### config.mk
export PLATFORM = sky130hd
export DESIGN_NAME = acs_console_uart
export DESIGN_NICKNAME = d
export VERILOG_FILES = /design/src/shared/acs_pkg.sv /design/src/rtl/acs_bit_timer.sv /design/src/rtl/acs_console_uart.sv
export SDC_FILE = /design/constraint.sdc
export NUM_CORES = 1
export LEC_CHECK = 0
export BUFFER_PORTS_ARGS = -buffer_cell sky130_fd_sc_hd__clkbuf_2
export CAP_MARGIN = 20
export CORE_MARGIN = 8
export CORE_UTILIZATION = 48
export DETAILED_ROUTE_END_ITERATION = 8
export GPL_ROUTABILITY_DRIVEN = 0
export PLACE_DENSITY = 0.66
export SLEW_MARGIN = 20
export SYNTH_ARGS = -nofsm -noshare
export SYNTH_HDL_FRONTEND = slang
export SYNTH_HIERARCHICAL = 1
export SYNTH_SLANG_ARGS = --single-unit
### constraint.sdc
create_clock -name clk -period 3.1 [get_ports clk]
set_input_delay 0.93 -clock clk [delete_from_list [all_inputs] [get_ports clk]]
set_output_delay 0.93 -clock clk [all_outputs]
set_load 0.05 [all_outputs]
### src/shared/acs_pkg.sv
// Package of constants, field positions and helpers for the console serial channel.
// ---------------------------------------------------------------------------
// Summary of operation
// One eight-bit data buffer for all characters.
// Write loads transmit holder; read returns receive holder.
// Software clears status before first use.
// Six status flags, cleared by initialisation write.
// Status shows errors and running transfer state.
// Bit timing comes from timer overflow pulse.
// Software sets timer reload for chosen rate.
// Transmit control selects format and interrupt enables; the enable bits are only stored and no interrupt is raised.
// Receive control selects size, clock, parity, enable.
// Output on port pin 1, input pin 0.
// Software sets direction and alternate bits for pins.
// Echo received characters; carriage return becomes CR-LF.
// Insert carriage return before each line feed written to the buffer; echoed line feeds go out without it.
// Low start, LSB first, high stop, idle high.
// Direction 1 output; alternate 1 secondary; reset zero.
// ---------------------------------------------------------------------------
package acs_pkg;

    // -----------------------------------------------------------------------
    // Register byte addresses
    // -----------------------------------------------------------------------
    localparam logic [4:0] ACS_OFF_TXCTL  = 5'h00;
    localparam logic [4:0] ACS_OFF_RXCTL  = 5'h04;
    localparam logic [4:0] ACS_OFF_BUF    = 5'h08;
    localparam logic [4:0] ACS_OFF_STAT   = 5'h0C;
    localparam logic [4:0] ACS_OFF_PDIR   = 5'h10;
    localparam logic [4:0] ACS_OFF_PALT   = 5'h14;
    localparam logic [4:0] ACS_OFF_PDAT   = 5'h18;
    localparam logic [4:0] ACS_OFF_RELOAD = 5'h1C;

    // -----------------------------------------------------------------------
    // Field positions
    // -----------------------------------------------------------------------
    localparam int FMT_SEVEN   = 0;
    localparam int TXC_TWOSTOP = 1;
    localparam int RXC_CLKSEL  = 1;
    localparam int FMT_PAR     = 2;
    localparam int FMT_ODD     = 3;
    localparam int TXC_TXE_IE  = 4;
    localparam int TXC_END_IE  = 5;
    localparam int RXC_END_IE  = 4;
    localparam int RXC_EN      = 5;
    localparam int ST_FE       = 0;
    localparam int ST_OE       = 1;
    localparam int ST_PE       = 2;
    localparam int ST_TXE      = 3;
    localparam int ST_TXEND    = 4;
    localparam int ST_RXEND    = 5;
    localparam int PIN_TX      = 1;
    localparam int PIN_RX      = 0;

    // -----------------------------------------------------------------------
    // Reset values and timing
    // -----------------------------------------------------------------------
    localparam logic [7:0]  ACS_CTL_RST  = 8'h00;
    localparam logic [7:0]  ACS_PORT_RST = 8'h00;
    localparam logic [5:0]  ACS_STAT_RST = 6'h00;
    localparam int          ACS_CLK_HZ   = 40000000;
    localparam int          ACS_BAUD     = 38400;
    localparam int          ACS_OVS      = 16;
    localparam logic [15:0] ACS_RELOAD_RST = 16'(ACS_CLK_HZ / (ACS_BAUD * ACS_OVS) - 1);
    localparam logic [7:0]  ACS_CR       = 8'h0D;
    localparam logic [7:0]  ACS_LF       = 8'h0A;

    // -----------------------------------------------------------------------
    // Helpers for transmitter and receiver (acs_frame serves the transmitter only)
    // -----------------------------------------------------------------------
    function automatic logic acs_par(input logic [7:0] d, input logic [7:0] ctl);
        logic [7:0] m;
        m = ctl[FMT_SEVEN] ? 8'h7F : 8'hFF;
        return (^(d & m)) ^ ctl[FMT_ODD];
    endfunction

    function automatic logic [3:0] acs_nbits(input logic [7:0] ctl);
        return (ctl[FMT_SEVEN] ? 4'h7 : 4'h8) + {3'h0, ctl[FMT_PAR]};
    endfunction

    function automatic logic [11:0] acs_frame(input logic [7:0] d, input logic [7:0] ctl);
        logic [11:0] f;
        f = 12'hFFF;
        f[0] = 1'b0;
        for (int i = 0; i < 8; i++) begin
            if (i < 7 || !ctl[FMT_SEVEN]) begin
                f[i+1] = d[i];
            end
        end
        if (ctl[FMT_PAR]) begin
            f[ctl[FMT_SEVEN] ? 8 : 9] = acs_par(d, ctl);
        end
        return f;
    endfunction

endpackage

### src/rtl/acs_bit_timer.sv
// Reload timer whose overflow pulse paces the serial channel.
`timescale 1ns/1ps
module acs_bit_timer
    import acs_pkg::*;
#(
    parameter int W = 16
) (
    input  wire logic         clk,
    input  wire logic         rst_n,
    input  wire logic [W-1:0] reload,
    input  wire logic         run,
    output logic              ovf
);

    logic [W-1:0] cnt_q;
    logic [W-1:0] cnt_d;
    logic         ovf_q;
    logic         ovf_d;

    // -----------------------------------------------------------------------
    // Down counter
    // -----------------------------------------------------------------------
    always_comb begin
        cnt_d = cnt_q;
        ovf_d = 1'b0;
        if (!run) begin
            cnt_d = reload;
        end else if (cnt_q == '0) begin
            cnt_d = reload;
            ovf_d = 1'b1;
        end else begin
            cnt_d = cnt_q - 1'b1;
        end
    end

    always_ff @(posedge clk) begin
        if (!rst_n) begin
            cnt_q <= '0;
            ovf_q <= 1'b0;
        end else begin
            cnt_q <= cnt_d;
            ovf_q <= ovf_d;
        end
    end

    assign ovf = ovf_q;
endmodule

### src/rtl/acs_console_uart.sv
// Console serial channel with Avalon-MM registers, CR/LF handling and port pins.
`timescale 1ns/1ps
module acs_console_uart
    import acs_pkg::*;
(
    input  wire logic        clk,
    input  wire logic        rst_n,
    input  wire logic [4:0]  avs_address,
    input  wire logic        avs_read,
    input  wire logic        avs_write,
    input  wire logic [31:0] avs_writedata,
    input  wire logic [3:0]  avs_byteenable,
    output logic [31:0]      avs_readdata,
    output logic             avs_waitrequest,
    input  wire logic [7:0]  port_in,
    output logic [7:0]       port_out,
    output logic [7:0]       port_oe
);

    typedef enum logic [1:0] {TX_IDLE = 2'b01, TX_RUN = 2'b10} acs_tx_st_t;
    typedef enum logic [2:0] {RX_IDLE = 3'b001, RX_START = 3'b010, RX_DATA = 3'b100} acs_rx_st_t;

    // -----------------------------------------------------------------------
    // Bus slave
    // -----------------------------------------------------------------------
    // Every access waits exactly one cycle so read data always come from a flop.
    logic        ack_q;
    logic        ack_d;
    logic [31:0] rdata_q;
    logic [31:0] rdata_d;
    logic        req;
    logic        wr_done;
    logic        rd_done;
    logic [7:0]  wd;

    assign req             = avs_read | avs_write;
    assign avs_waitrequest = req & ~ack_q;
    assign wr_done         = avs_write & ack_q;
    assign rd_done         = avs_read & ack_q;
    assign wd              = avs_writedata[7:0];
    assign avs_readdata    = rdata_q;

    // -----------------------------------------------------------------------
    // Register state
    // -----------------------------------------------------------------------
    logic [7:0]  txc_q, txc_d;
    logic [7:0]  rxc_q, rxc_d;
    logic [5:0]  stat_q, stat_d;
    logic [7:0]  pdir_q, pdir_d;
    logic [7:0]  palt_q, palt_d;
    logic [7:0]  pdat_q, pdat_d;
    logic [7:0]  pout_q, pout_d;
    logic [15:0] rld_q, rld_d;
    logic [7:0]  hold_q, hold_d;
    logic        hold_v_q, hold_v_d;
    logic        hold_take;
    logic [5:0]  ev;
    logic        tick;
    logic        tx_run;
    logic        rx_run;
    logic        txd;
    logic [7:0]  rxbuf_q, rxbuf_d;
    logic        rx_full_q, rx_full_d;

    acs_bit_timer #(
        .W (16)
    ) u_timer (
        .clk    (clk),
        .rst_n  (rst_n),
        .reload (rld_q),
        .run    (rxc_q[RXC_CLKSEL]),
        .ovf    (tick)
    );

    always_comb begin
        ack_d   = req & ~ack_q;
        rdata_d = rdata_q;
        txc_d   = txc_q;
        rxc_d   = rxc_q;
        stat_d  = stat_q;
        pdir_d  = pdir_q;
        palt_d  = palt_q;
        pdat_d  = pdat_q;
        rld_d   = rld_q;
        hold_d  = hold_q;
        hold_v_d = hold_v_q & ~hold_take;
        if (avs_read && !ack_q) begin
            case (avs_address)
                ACS_OFF_TXCTL:  rdata_d = {24'h000000, txc_q};
                ACS_OFF_RXCTL:  rdata_d = {24'h000000, rxc_q};
                ACS_OFF_BUF:    rdata_d = {24'h000000, rxbuf_q};
                ACS_OFF_STAT:   rdata_d = {24'h000000, rx_run, tx_run, stat_q};
                ACS_OFF_PDIR:   rdata_d = {24'h000000, pdir_q};
                ACS_OFF_PALT:   rdata_d = {24'h000000, palt_q};
                ACS_OFF_PDAT:   rdata_d = {24'h000000, pdat_q};
                ACS_OFF_RELOAD: rdata_d = {16'h0000, rld_q};
                default:        rdata_d = 32'h00000000;
            endcase
        end
        if (wr_done && avs_byteenable[0]) begin
            case (avs_address)
                ACS_OFF_TXCTL: txc_d = wd;
                ACS_OFF_RXCTL: rxc_d = wd;
                ACS_OFF_BUF: begin
                    hold_d   = wd;
                    hold_v_d = 1'b1;
                    stat_d[ST_TXE] = 1'b0;
                end
                ACS_OFF_STAT:   stat_d = wd[5:0];
                ACS_OFF_PDIR:   pdir_d = wd;
                ACS_OFF_PALT:   palt_d = wd;
                ACS_OFF_PDAT:   pdat_d = wd;
                ACS_OFF_RELOAD: rld_d[7:0] = wd;
                default: ;
            endcase
        end
        if (wr_done && avs_byteenable[1] && avs_address == ACS_OFF_RELOAD) begin
            rld_d[15:8] = avs_writedata[15:8];
        end
        // Hardware events win over a clearing write in the same cycle.
        stat_d = stat_d | ev;
        pout_d = pdat_d;
        pout_d[PIN_TX] = palt_d[PIN_TX] ? txd : pdat_d[PIN_TX];
    end

    always_ff @(posedge clk) begin
        if (!rst_n) begin
            ack_q    <= 1'b0;
            rdata_q  <= 32'h00000000;
            txc_q    <= ACS_CTL_RST;
            rxc_q    <= ACS_CTL_RST;
            stat_q   <= ACS_STAT_RST;
            pdir_q   <= ACS_PORT_RST;
            palt_q   <= ACS_PORT_RST;
            pdat_q   <= ACS_PORT_RST;
            pout_q   <= ACS_PORT_RST;
            rld_q    <= ACS_RELOAD_RST;
            hold_q   <= 8'h00;
            hold_v_q <= 1'b0;
        end else begin
            ack_q    <= ack_d;
            rdata_q  <= rdata_d;
            txc_q    <= txc_d;
            rxc_q    <= rxc_d;
            stat_q   <= stat_d;
            pdir_q   <= pdir_d;
            palt_q   <= palt_d;
            pdat_q   <= pdat_d;
            pout_q   <= pout_d;
            rld_q    <= rld_d;
            hold_q   <= hold_d;
            hold_v_q <= hold_v_d;
        end
    end

    assign port_out = pout_q;
    assign port_oe  = pdir_q;

    // -----------------------------------------------------------------------
    // Receiver
    // -----------------------------------------------------------------------
    acs_rx_st_t rx_st_q, rx_st_d;
    logic [3:0] rph_q, rph_d;
    logic [3:0] ridx_q, ridx_d;
    logic [9:0] rbits_q, rbits_d;
    logic       rxd;
    logic       rx_done;
    logic [7:0] rx_raw;
    logic [3:0] rnb;
    logic       ev_fe, ev_pe, ev_oe;

    // With the alternate function off the receiver sees an idle line.
    assign rxd    = palt_q[PIN_RX] ? port_in[PIN_RX] : 1'b1;
    assign rnb    = acs_nbits(rxc_q);
    assign rx_run = (rx_st_q != RX_IDLE);

    always_comb begin
        rx_st_d   = rx_st_q;
        rph_d     = rph_q;
        ridx_d    = ridx_q;
        rbits_d   = rbits_q;
        rx_done   = 1'b0;
        rx_raw    = 8'h00;
        ev_fe     = 1'b0;
        ev_pe     = 1'b0;
        ev_oe     = 1'b0;
        rxbuf_d   = rxbuf_q;
        rx_full_d = rx_full_q & ~(rd_done && avs_address == ACS_OFF_BUF);
        unique case (rx_st_q)
            RX_IDLE: begin
                if (rxc_q[RXC_EN] && !rxd) begin
                    rph_d   = 4'h0;
                    rx_st_d = RX_START;
                end
            end
            RX_START: begin
                if (!rxc_q[RXC_EN]) begin
                    rx_st_d = RX_IDLE;
                end else if (tick) begin
                    rph_d = rph_q + 4'h1;
                    if (rph_q == 4'(ACS_OVS / 2 - 1)) begin
                        rph_d   = 4'h0;
                        ridx_d  = 4'h0;
                        rx_st_d = rxd ? RX_IDLE : RX_DATA;
                    end
                end
            end
            RX_DATA: begin
                if (!rxc_q[RXC_EN]) begin
                    rx_st_d = RX_IDLE;
                end else if (tick) begin
                    rph_d = rph_q + 4'h1;
                    if (rph_q == 4'(ACS_OVS - 1)) begin
                        rbits_d[ridx_q] = rxd;
                        ridx_d = ridx_q + 4'h1;
                        if (ridx_q == rnb) begin
                            rx_done = 1'b1;
                            rx_st_d = RX_IDLE;
                        end
                    end
                end
            end
        endcase
        if (rx_done) begin
            rx_raw = rbits_d[7:0] & (rxc_q[FMT_SEVEN] ? 8'h7F : 8'hFF);
            ev_fe  = !rbits_d[rnb];
            ev_pe  = rxc_q[FMT_PAR] && (rbits_d[rnb - 4'h1] != acs_par(rx_raw, rxc_q));
            ev_oe  = rx_full_q;
            rxbuf_d   = (rx_raw == ACS_CR) ? ACS_LF : rx_raw;
            rx_full_d = 1'b1;
        end
    end

    always_ff @(posedge clk) begin
        if (!rst_n) begin
            rx_st_q   <= RX_IDLE;
            rph_q     <= 4'h0;
            ridx_q    <= 4'h0;
            rbits_q   <= 10'h000;
            rxbuf_q   <= 8'h00;
            rx_full_q <= 1'b0;
        end else begin
            rx_st_q   <= rx_st_d;
            rph_q     <= rph_d;
            ridx_q    <= ridx_d;
            rbits_q   <= rbits_d;
            rxbuf_q   <= rxbuf_d;
            rx_full_q <= rx_full_d;
        end
    end

    // -----------------------------------------------------------------------
    // Transmitter
    // -----------------------------------------------------------------------
    // One echo slot only: a character arriving while an echo still waits is
    // stored but not echoed, which a typing user never reaches at this rate.
    acs_tx_st_t  tx_st_q, tx_st_d;
    logic [11:0] sh_q, sh_d;
    logic [3:0]  nb_q, nb_d;
    logic [3:0]  ph_q, ph_d;
    logic        cr_sent_q, cr_sent_d;
    logic [7:0]  echo_q, echo_d;
    logic        echo_v_q, echo_v_d;
    logic        echo_lf_q, echo_lf_d;
    logic [7:0]  ch;
    logic        load;
    logic        ev_txe, ev_txend;

    assign tx_run = (tx_st_q != TX_IDLE);

    always_comb begin
        tx_st_d   = tx_st_q;
        sh_d      = sh_q;
        nb_d      = nb_q;
        ph_d      = ph_q;
        cr_sent_d = cr_sent_q;
        echo_d    = echo_q;
        echo_v_d  = echo_v_q;
        echo_lf_d = echo_lf_q;
        ch        = 8'h00;
        load      = 1'b0;
        hold_take = 1'b0;
        ev_txe    = 1'b0;
        ev_txend  = 1'b0;
        unique case (tx_st_q)
            TX_IDLE: begin
                if (echo_v_q) begin
                    ch   = echo_q;
                    load = 1'b1;
                    if (echo_lf_q) begin
                        echo_d    = ACS_LF;
                        echo_lf_d = 1'b0;
                    end else begin
                        echo_v_d = 1'b0;
                    end
                end else if (hold_v_q) begin
                    load = 1'b1;
                    if (hold_q == ACS_LF && !cr_sent_q) begin
                        ch        = ACS_CR;
                        cr_sent_d = 1'b1;
                    end else begin
                        ch        = hold_q;
                        cr_sent_d = 1'b0;
                        hold_take = 1'b1;
                        ev_txe    = 1'b1;
                    end
                end
                if (load) begin
                    sh_d    = acs_frame(ch, txc_q);
                    nb_d    = acs_nbits(txc_q) + 4'h2 + {3'h0, txc_q[TXC_TWOSTOP]};
                    ph_d    = 4'h0;
                    tx_st_d = TX_RUN;
                end
            end
            TX_RUN: begin
                if (tick) begin
                    ph_d = ph_q + 4'h1;
                    if (ph_q == 4'(ACS_OVS - 1)) begin
                        sh_d = {1'b1, sh_q[11:1]};
                        nb_d = nb_q - 4'h1;
                        if (nb_q == 4'h1) begin
                            tx_st_d  = TX_IDLE;
                            ev_txend = 1'b1;
                        end
                    end
                end
            end
        endcase
        if (rx_done && !echo_v_q) begin
            echo_d    = rx_raw;
            echo_v_d  = 1'b1;
            echo_lf_d = (rx_raw == ACS_CR);
        end
    end

    assign txd = (tx_st_d == TX_RUN) ? sh_d[0] : 1'b1;
    assign ev  = {rx_done, ev_txend, ev_txe, ev_pe, ev_oe, ev_fe};

    always_ff @(posedge clk) begin
        if (!rst_n) begin
            tx_st_q   <= TX_IDLE;
            sh_q      <= 12'hFFF;
            nb_q      <= 4'h0;
            ph_q      <= 4'h0;
            cr_sent_q <= 1'b0;
            echo_q    <= 8'h00;
            echo_v_q  <= 1'b0;
            echo_lf_q <= 1'b0;
        end else begin
            tx_st_q   <= tx_st_d;
            sh_q      <= sh_d;
            nb_q      <= nb_d;
            ph_q      <= ph_d;
            cr_sent_q <= cr_sent_d;
            echo_q    <= echo_d;
            echo_v_q  <= echo_v_d;
            echo_lf_q <= echo_lf_d;
        end
    end
endmodule

==> results.sh, run 1 <==
export IMPL_min_delay_path_class="reg -> reg"
export IMPL_via_count_of_the_first_global_routing_pass=7055
export IMPL_timing_fmax_ghz=0.351
export IMPL_chipWidth_um=149
export IMPL_grt_antenna_before_repair=0
export IMPL_synth_ff_type="dfxtp_1"
export IMPL_port_buffers=60
export IMPL_dr_pass1_iters=5
export IMPL_cellLeakagePower_uw=0.00354
export IMPL_grt_overflow_total=0
export IMPL_postSynthRegisterBits=169
export IMPL_final_setup_worst_slack_ps=254
export IMPL_setup_slack_placement_ps=127
export IMPL_clock_edge_transition_at_the_registers_on_the_reported_setup_and_hold_paths_ps=60
export IMPL_synthMuxAreaShare_pct=2.65
export IMPL_synth_edff_count=0
export IMPL_syn_avg_cell_area_um2=8.34
export IMPL_syn_area_um2=8440
export IMPL_synthAdderAreaFrac_pct=3.06
export IMPL_insertion_delay_of_the_later_clocked_pin_in_the_worst_skew_pair_ps=430
export IMPL_drcViolationCount=0
export IMPL_final_layout_size_suffix_gt1_share_pct=16.8
export IMPL_synth_top_cells_by_area="dfxtp_1, a21oi_1, nand2_1"
export IMPL_synth_compound_gate_area_share_pct=20.6
export IMPL_critical_path_startpoint_type="register"
export IMPL_cts_root_to_sink_buffers=2
export IMPL_yosys_area_share_simple_pct=22.9
export IMPL_post_cts_setup_buffers=0
export IMPL_combinational_family_with_the_most_area_after_synthesis="simple AND/OR/NAND/NOR gates"
export IMPL_synth_yosys_seq_area_share_pct=40.1
export IMPL_placement_rows=48
export IMPL_timing_final_crit_period_ps=2850
export IMPL_slowest_delay_ps=550
export IMPL_final_antenna_net_count=0
export IMPL_synthDominantAreaCellType="dfxtp_1"
export IMPL_vdd_drop_max_v=0.000372
export IMPL_antenna_cells_inserted=0
export IMPL_hold_viol=0
export IMPL_wp_data_arrival_ps=3180
export IMPL_power_report_internal_total_uw=3550
export IMPL_io_pins=102
export IMPL_detail_route_wl_per_cell_um=17.5
export IMPL_cts_inserted_buffers=17
export IMPL_synthArstFlopShare_pct=0
export IMPL_swShare_pct=24.3
export IMPL_finalWirelength_um=22700
export IMPL_layout_area_overhead_pct=14.0
export IMPL_rsz0062_at_grt="no"
export IMPL_status="finished, final reports clean"
export IMPL_drv_cap=0
export IMPL_power_density_cell_area_nw_per_um2=488
export IMPL_die_area_um2=22100
export IMPL_finalSetupViolations=0
export IMPL_die_height_um=149
export IMPL_cts_sinks=169
export IMPL_h_tree_depth_reported_by_cts=4
export IMPL_power_switching_uw=1140
export IMPL_dp_final_hpwl_um=16100
export IMPL_worst_setup_path_end_kind="register"
export IMPL_fin_setup_tns_ps=0
export IMPL_worst_path_buf_inv=0
export IMPL_cell_with_the_biggest_individual_delay_on_the_critical_path="dfxtp_1"
export IMPL_yosys_area_top_type_share_pct=40.1
export IMPL_critPathTopFamily="simple AND/OR/NAND/NOR gates"
export IMPL_path_max_fanout=8
export IMPL_grt_start_max_net_pins=37
export IMPL_max_slew_margin_pct=41.1
export IMPL_post_synth_xor_area_fraction_pct=3.90
export IMPL_drtIter0Drc=570
export IMPL_clock_skew_final_ps=5.79
export IMPL_power_clock_fraction_pct=48.2
export IMPL_cts_tree="yes"
export IMPL_grt_usage_pct=20.8
export IMPL_power_combinational_fraction_pct=5.2
export IMPL_num_nets_final=1133
export IMPL_avgViaCountPerCell=5.74
export IMPL_timing_critical_path_required_ps=3440
export IMPL_series_of_cell_instances_along_the_critical_path="nor4bb_2 > and3_1 > a21oi_1 > a31oi_1 > ha_1 > xnor2_1 > xnor2_1 > xnor2_1 > xnor2_1 > o32ai_1"
export IMPL_pwr_share_seq_pct=46.6
export IMPL_critical_path_top_cell_by_count="xnor2_1"
export IMPL_max_slew_worst_pin_slew_ps=880
export IMPL_final_min_period_over_clock_period_pct=91.8
export IMPL_syn_inst=1011
export IMPL_worstSetupPathType="reg -> reg"
export IMPL_fill_cells=1604
export IMPL_grt_pass1_wl_um=37100
export IMPL_netlist_cell_type_count=80
export IMPL_hold_buffers=0
export IMPL_total_via_count_in_the_routed_design=7453
export IMPL_clock_root_buffer="clkbuf_16"
export IMPL_final_max_slew_viol_count=0
export IMPL_yosys_warnings=6
export IMPL_start_util_pct=48.9
export IMPL_finalHoldWorstSlack_ps=455
export IMPL_core_um2=17200
[layout make-up]
type	instances	area, um2	share of cell area (%)
Clock buffer	18	439	4.57
Timing Repair Buffer	106	683	7.10
Multi-Input combinational cell	745	4560	47.4
Clock inverter	14	189	1.96
Sequential cell	169	3380	35.2
Inverter	21	80.1	0.832
Tap cell	225	282	2.93
[cells by family after synthesis]
logic type / count (synthesis)
multiplexers: 21
AO/OA/AOI/OAI: 268
adder cells (fa/ha/maj): 20
AND/OR/NAND/NOR: 384
XOR/XNOR: 36
other: 1
flip-flops: 169
buffers and inverters: 112
[flip-flops by register name, indices dropped and copies added, names as in the netlist, 10 cells and up]
register and flops:
avs_readdata 16, rld_q 16, u_timer/cnt_q 16, sh_q 12
rbits_q 10
[power groups by stage]
stage | sequential, uW | combinational (uW) | clock (uW)
2_1_floorplan | 2230 | 186 | 0
3_3_place_gp | 2230 | 244 | 0
3_5_place_dp | 2230 | 245 | 0
4_1_cts | 2180 | 245 | 2290
5_1_grt | 2190 | 265 | 2390
6_report | 2190 | 246 | 2260
[cell usage in the layout, fill, tap and decap left out, drive strengths merged, types with 14 or more instances in the layout]
cell type  netlist  layout
mux2i           19      19
a221oi          17      17
nor2            76      76
nand2          146     146
a211oi          14      14
clkbuf          56      78
conb             1      16
xor2            21      21
nor3            24      24
a21oi          120     120
nand3           54      54
buf             35      46
a31oi           15      15
dfxtp          169     169
o21ai           27      27
ha              19      19
xnor2           14      14
inv             21      24
a22oi           28      28
[metal layers]
| layer | wire length [um] | track usage (%) | part of all wire, % |
|---|---|---|---|
| met1 | 10700 | 28.4 | 47 |
| met3 | 1150 | 4.47 | 5.0 |
| met2 | 10500 | 32.2 | 46 |
| met5 | 0 | 0 | 0 |
| met4 | 369 | 6.48 | 1.6 |
[worst min-delay path, stage by stage, from the launching register on]
cell and delay (ps):
dfxtp_1 310, nand2_1 50, a21oi_1 50
[path summary, 6_finish.rpt]
| check | cells after the start | start | slack, ps | end |
|---|---|---|---|---|
| max | 10 | u_timer/ovf$_SDFF_PN0_ | 250 | stat_q[2]$_SDFF_PN0_ |
| min | 2 | avs_readdata[11]$_SDFFE_PN0P_ | 460 | avs_readdata[11]$_SDFFE_PN0P_ |
| max reg2reg | 10 | u_timer/ovf$_SDFF_PN0_ | 250 | stat_q[2]$_SDFF_PN0_ |
| min reg2reg | 2 | avs_readdata[11]$_SDFFE_PN0P_ | 460 | avs_readdata[11]$_SDFFE_PN0P_ |
[repair_timing]
item	in CTS	in global routing
resized for setup	0	2
hold endpoints to repair	0	0
endpoints found under the setup margin	0	1
[metrics by stage]
stage                     total power, uW  std cells  instance area [um2]  util [%]
final                                4690       1298                 9620      55.8
after global routing                 4840       1298                 9620      55.8
after CTS                            4720       1298                 9610      55.8
after detailed placement             2480       1266                 8980      52.1
after global placement               2480       1266                 8980      52.1
after floorplan                      2420       1026                 8490         -
[synth_stat cells, types with 3 or more instances]
library cell / number
ha_1: 19
nor2_1: 75
a211oi_2: 7
a21oi_1: 120
mux2i_1: 17
dfxtp_1: 169
o21a_1: 3
nand3_1: 54
clkbuf_1: 55
a41oi_1: 4
a22o_1: 10
buf_2: 4
nand2_1: 146
buf_4: 25
nor3_2: 3
nand4_1: 10
inv_1: 20
a22oi_1: 28
and2_1: 8
nor4_4: 4
nor2b_1: 11
a311oi_1: 4
xor2_1: 21
and3_1: 7
nand2b_1: 7
xnor2_1: 14
nor3_1: 21
nand3b_1: 5
o31ai_1: 3
a221oi_1: 17
o41ai_1: 3
o21ai_0: 27
nor3b_1: 4
buf_6: 6
a211oi_1: 7
a31oi_1: 15
Power figures use the tool's default switching activity.
==> run 2, diff against run 1 <==
--- a/config.mk
+++ b/config.mk
@@ -5,13 +5,12 @@
 export SDC_FILE = /design/constraint.sdc
 export NUM_CORES = 1
 export LEC_CHECK = 0
-export BUFFER_PORTS_ARGS = -buffer_cell sky130_fd_sc_hd__clkbuf_2
 export CAP_MARGIN = 20
 export CORE_MARGIN = 8
 export CORE_UTILIZATION = 48
 export DETAILED_ROUTE_END_ITERATION = 8
+export DONT_BUFFER_PORTS = 1
 export GPL_ROUTABILITY_DRIVEN = 0
-export PLACE_DENSITY = 0.66
 export SLEW_MARGIN = 20
 export SYNTH_ARGS = -nofsm -noshare
 export SYNTH_HDL_FRONTEND = slang
==> run 2 against run 1 <==
  * Die area did not move
  * Clock skew rose by 5.8 ps
  * Largest cell class unchanged
  * Critical path depth rose by 2
  * Power fell by 3.4%
  * Sequential power barely moved
  * Non-clock buffer count fell by 64
  * Setup slack got worse by 110 ps
  * Critical endpoint unchanged
  * Hold slack got worse by 5.9 ps
==> results.sh, run 2 (synthesis gave the netlist of run 1 again) <==
export IMPL_post_cts_setup_buffers=0
export IMPL_final_common_cell="dfxtp_1"
export IMPL_power_combinational_fraction_pct=4.3
export IMPL_drv_cap=0
export IMPL_critPathTopFamily="simple AND/OR/NAND/NOR gates"
export IMPL_timing_reg2reg_setup_slack_ps=150
export IMPL_hold_viol=0
export IMPL_clock_edge_transition_at_the_registers_on_the_reported_setup_and_hold_paths_ps=70
export IMPL_r2r_cells=12
export IMPL_critical_path_startpoint_type="register"
export IMPL_cell_with_the_biggest_individual_delay_on_the_critical_path="dfxtp_1"
export IMPL_max_slew_margin_pct=44.4
export IMPL_cts_sinks=169
export IMPL_pwr_share_seq_pct=48.2
export IMPL_series_of_cell_instances_along_the_critical_path="nand2_1 > nor4_4 > nand2_1 > nor2_1 > a21o_1 > inv_1 > ha_1 > xor2_1 > xnor2_1 > xnor2_1 > xnor2_1 > o32ai_1"
export IMPL_cellLeakagePower_uw=0.00323
export IMPL_final_max_slew_viol_count=0
export IMPL_dp_final_hpwl_um=16300
export IMPL_power_clock_fraction_pct=47.5
export IMPL_vdd_drop_max_v=0.000393
export IMPL_power_report_internal_total_uw=3470
export IMPL_worst_path_buf_inv=1
export IMPL_timing_critical_path_required_ps=3440
export IMPL_avgViaCountPerCell=5.80
export IMPL_final_antenna_net_count=0
export IMPL_swShare_pct=23.5
export IMPL_core_um2=17200
export IMPL_worst_hold_path_num_cells=2
export IMPL_final_min_period_over_clock_period_pct=95.2
export IMPL_final_layout_size_suffix_gt1_share_pct=11.4
export IMPL_status="finished, final reports clean"
export IMPL_min_delay_path_class="reg -> reg"
export IMPL_cts_tree="yes"
export IMPL_clock_skew_final_ps=11.6
export IMPL_io_pins=102
export IMPL_grt_antenna_before_repair=0
export IMPL_mostFrequentLayoutCells="dfxtp_1, nand2_1, a21oi_1"
export IMPL_power_switching_uw=1070
export IMPL_grt_busiest_layer="met2"
export IMPL_grt_pass1_wl_um=36600
export IMPL_place_area_um2=8630
export IMPL_start_util_pct=48.9
export IMPL_drcViolationCount=0
export IMPL_max_slew_worst_pin_slew_ps=823
export IMPL_cts_root_to_sink_buffers=2
export IMPL_drtIter0Drc=528
export IMPL_crit_cells=12
export IMPL_die_area_um2=22100
export IMPL_global_route_usage_met1_pct=28.3
export IMPL_finalSetupViolations=0
export IMPL_finish_instance_area_um2=9240
export IMPL_clock_root_buffer="clkbuf_16"
export IMPL_placement_rows=48
export IMPL_slowest_delay_ps=570
export IMPL_layout_area_overhead_pct=9.55
export IMPL_insertion_delay_of_the_later_clocked_pin_in_the_worst_skew_pair_ps=440
export IMPL_power_density_cell_area_nw_per_um2=490
export IMPL_antenna_cells_inserted=0
export IMPL_chipWidth_um=149
export IMPL_path_max_fanout=8
export IMPL_wp_data_arrival_ps=3290
export IMPL_finalWirelength_um=22800
export IMPL_total_via_count_in_the_routed_design=7152
export IMPL_fin_setup_tns_ps=0
export IMPL_critical_path_top_cell_by_count="xnor2_1"
export IMPL_num_nets_final=1069
export IMPL_cts_inserted_buffers=17
export IMPL_die_height_um=149
export IMPL_timing_fmax_ghz=0.339
export IMPL_via_count_of_the_first_global_routing_pass=6571
export IMPL_timing_final_crit_period_ps=2950
export IMPL_grt_overflow_total=0
export IMPL_worstSetupPathType="reg -> reg"
export IMPL_port_buffers=0
export IMPL_h_tree_depth_reported_by_cts=4
export IMPL_grt_usage_pct=20.8
export IMPL_rsz0062_at_grt="no"
export IMPL_worst_setup_path_end_kind="register"
export IMPL_detail_route_wl_per_cell_um=18.5
export IMPL_dr_pass1_iters=5
export IMPL_grt_use_met2_pct=32.0
export IMPL_grt_met3_usage_pct=4.56
export IMPL_grt_start_max_net_pins=51
[run 2: cell count changes in the layout (fill, tap and decap cells not counted), moves of 2 or more]
cell,delta
buf_12,-2
buf_4,-2
clkbuf_2,-60
inv_6,+2
inv_8,-3
[run 2: what timing repair did]
item                       CTS  global route
hold buffers                 0             0
resized for setup            0             3
hold endpoints to repair     0             0
setup endpoints to repair    0             1
[run 2: routing by layer]
layer | vias up | share of wire (%)
met3 | 28 | 6.4
met2 | 217 | 45
met4 | 0 | 1.4
met5 | - | 0
met1 | 3375 | 47
li1 | 3532 | -
[run 2: through the flow]
step	setup WS (ps)	power (uW)	hold slack (ps)	utilization, %	cells
final	148	4530	449	53.6	1234
after global placement	199	2430	437	50.1	1202
after global routing	18.1	4690	476	53.6	1234
after floorplan	346	2420	423	-	1026
after detailed placement	174	2430	439	50.1	1202
after CTS	151	4580	449	53.5	1234
[run 2: final timing paths]
kind	from	end
max	u_timer/ovf$_SDFF_PN0_	stat_q[2]$_SDFF_PN0_
min	echo_q[3]$_SDFFE_PN0P_	echo_q[3]$_SDFFE_PN0P_
max reg2reg	u_timer/ovf$_SDFF_PN0_	stat_q[2]$_SDFF_PN0_
min reg2reg	echo_q[3]$_SDFFE_PN0P_	echo_q[3]$_SDFFE_PN0P_
[run 2: power groups by stage]
stage / clock [uW] / sequential (uW) / combinational [uW]
after floorplan: 0 / 2230 / 186
after global placement: 0 / 2240 / 192
after detailed placement: 0 / 2240 / 191
after CTS: 2200 / 2190 / 192
after global routing: 2300 / 2190 / 208
final: 2150 / 2190 / 194
[run 2: area by class of cell]
class | instances | area [um2]
repair buffers | 42 | 328
multi-input cells | 745 | 4570
well taps | 225 | 282
clock inverters | 12 | 140
fillers | 1610 | 8000
clock buffers | 20 | 457
flip-flops and latches | 169 | 3380
inverters | 21 | 80.1
[run 2: worst reg2reg max path, delay by kind of cell (launching register included)]
family | cells | cell delay (ps)
AND/OR/NAND/NOR | 4 | 800
buffers and inverters | 1 | 90
XOR/XNOR | 4 | 680
flip-flops | 1 | 570
AO/OA/AOI/OAI | 2 | 420
adder cells (fa/ha/maj) | 1 | 300
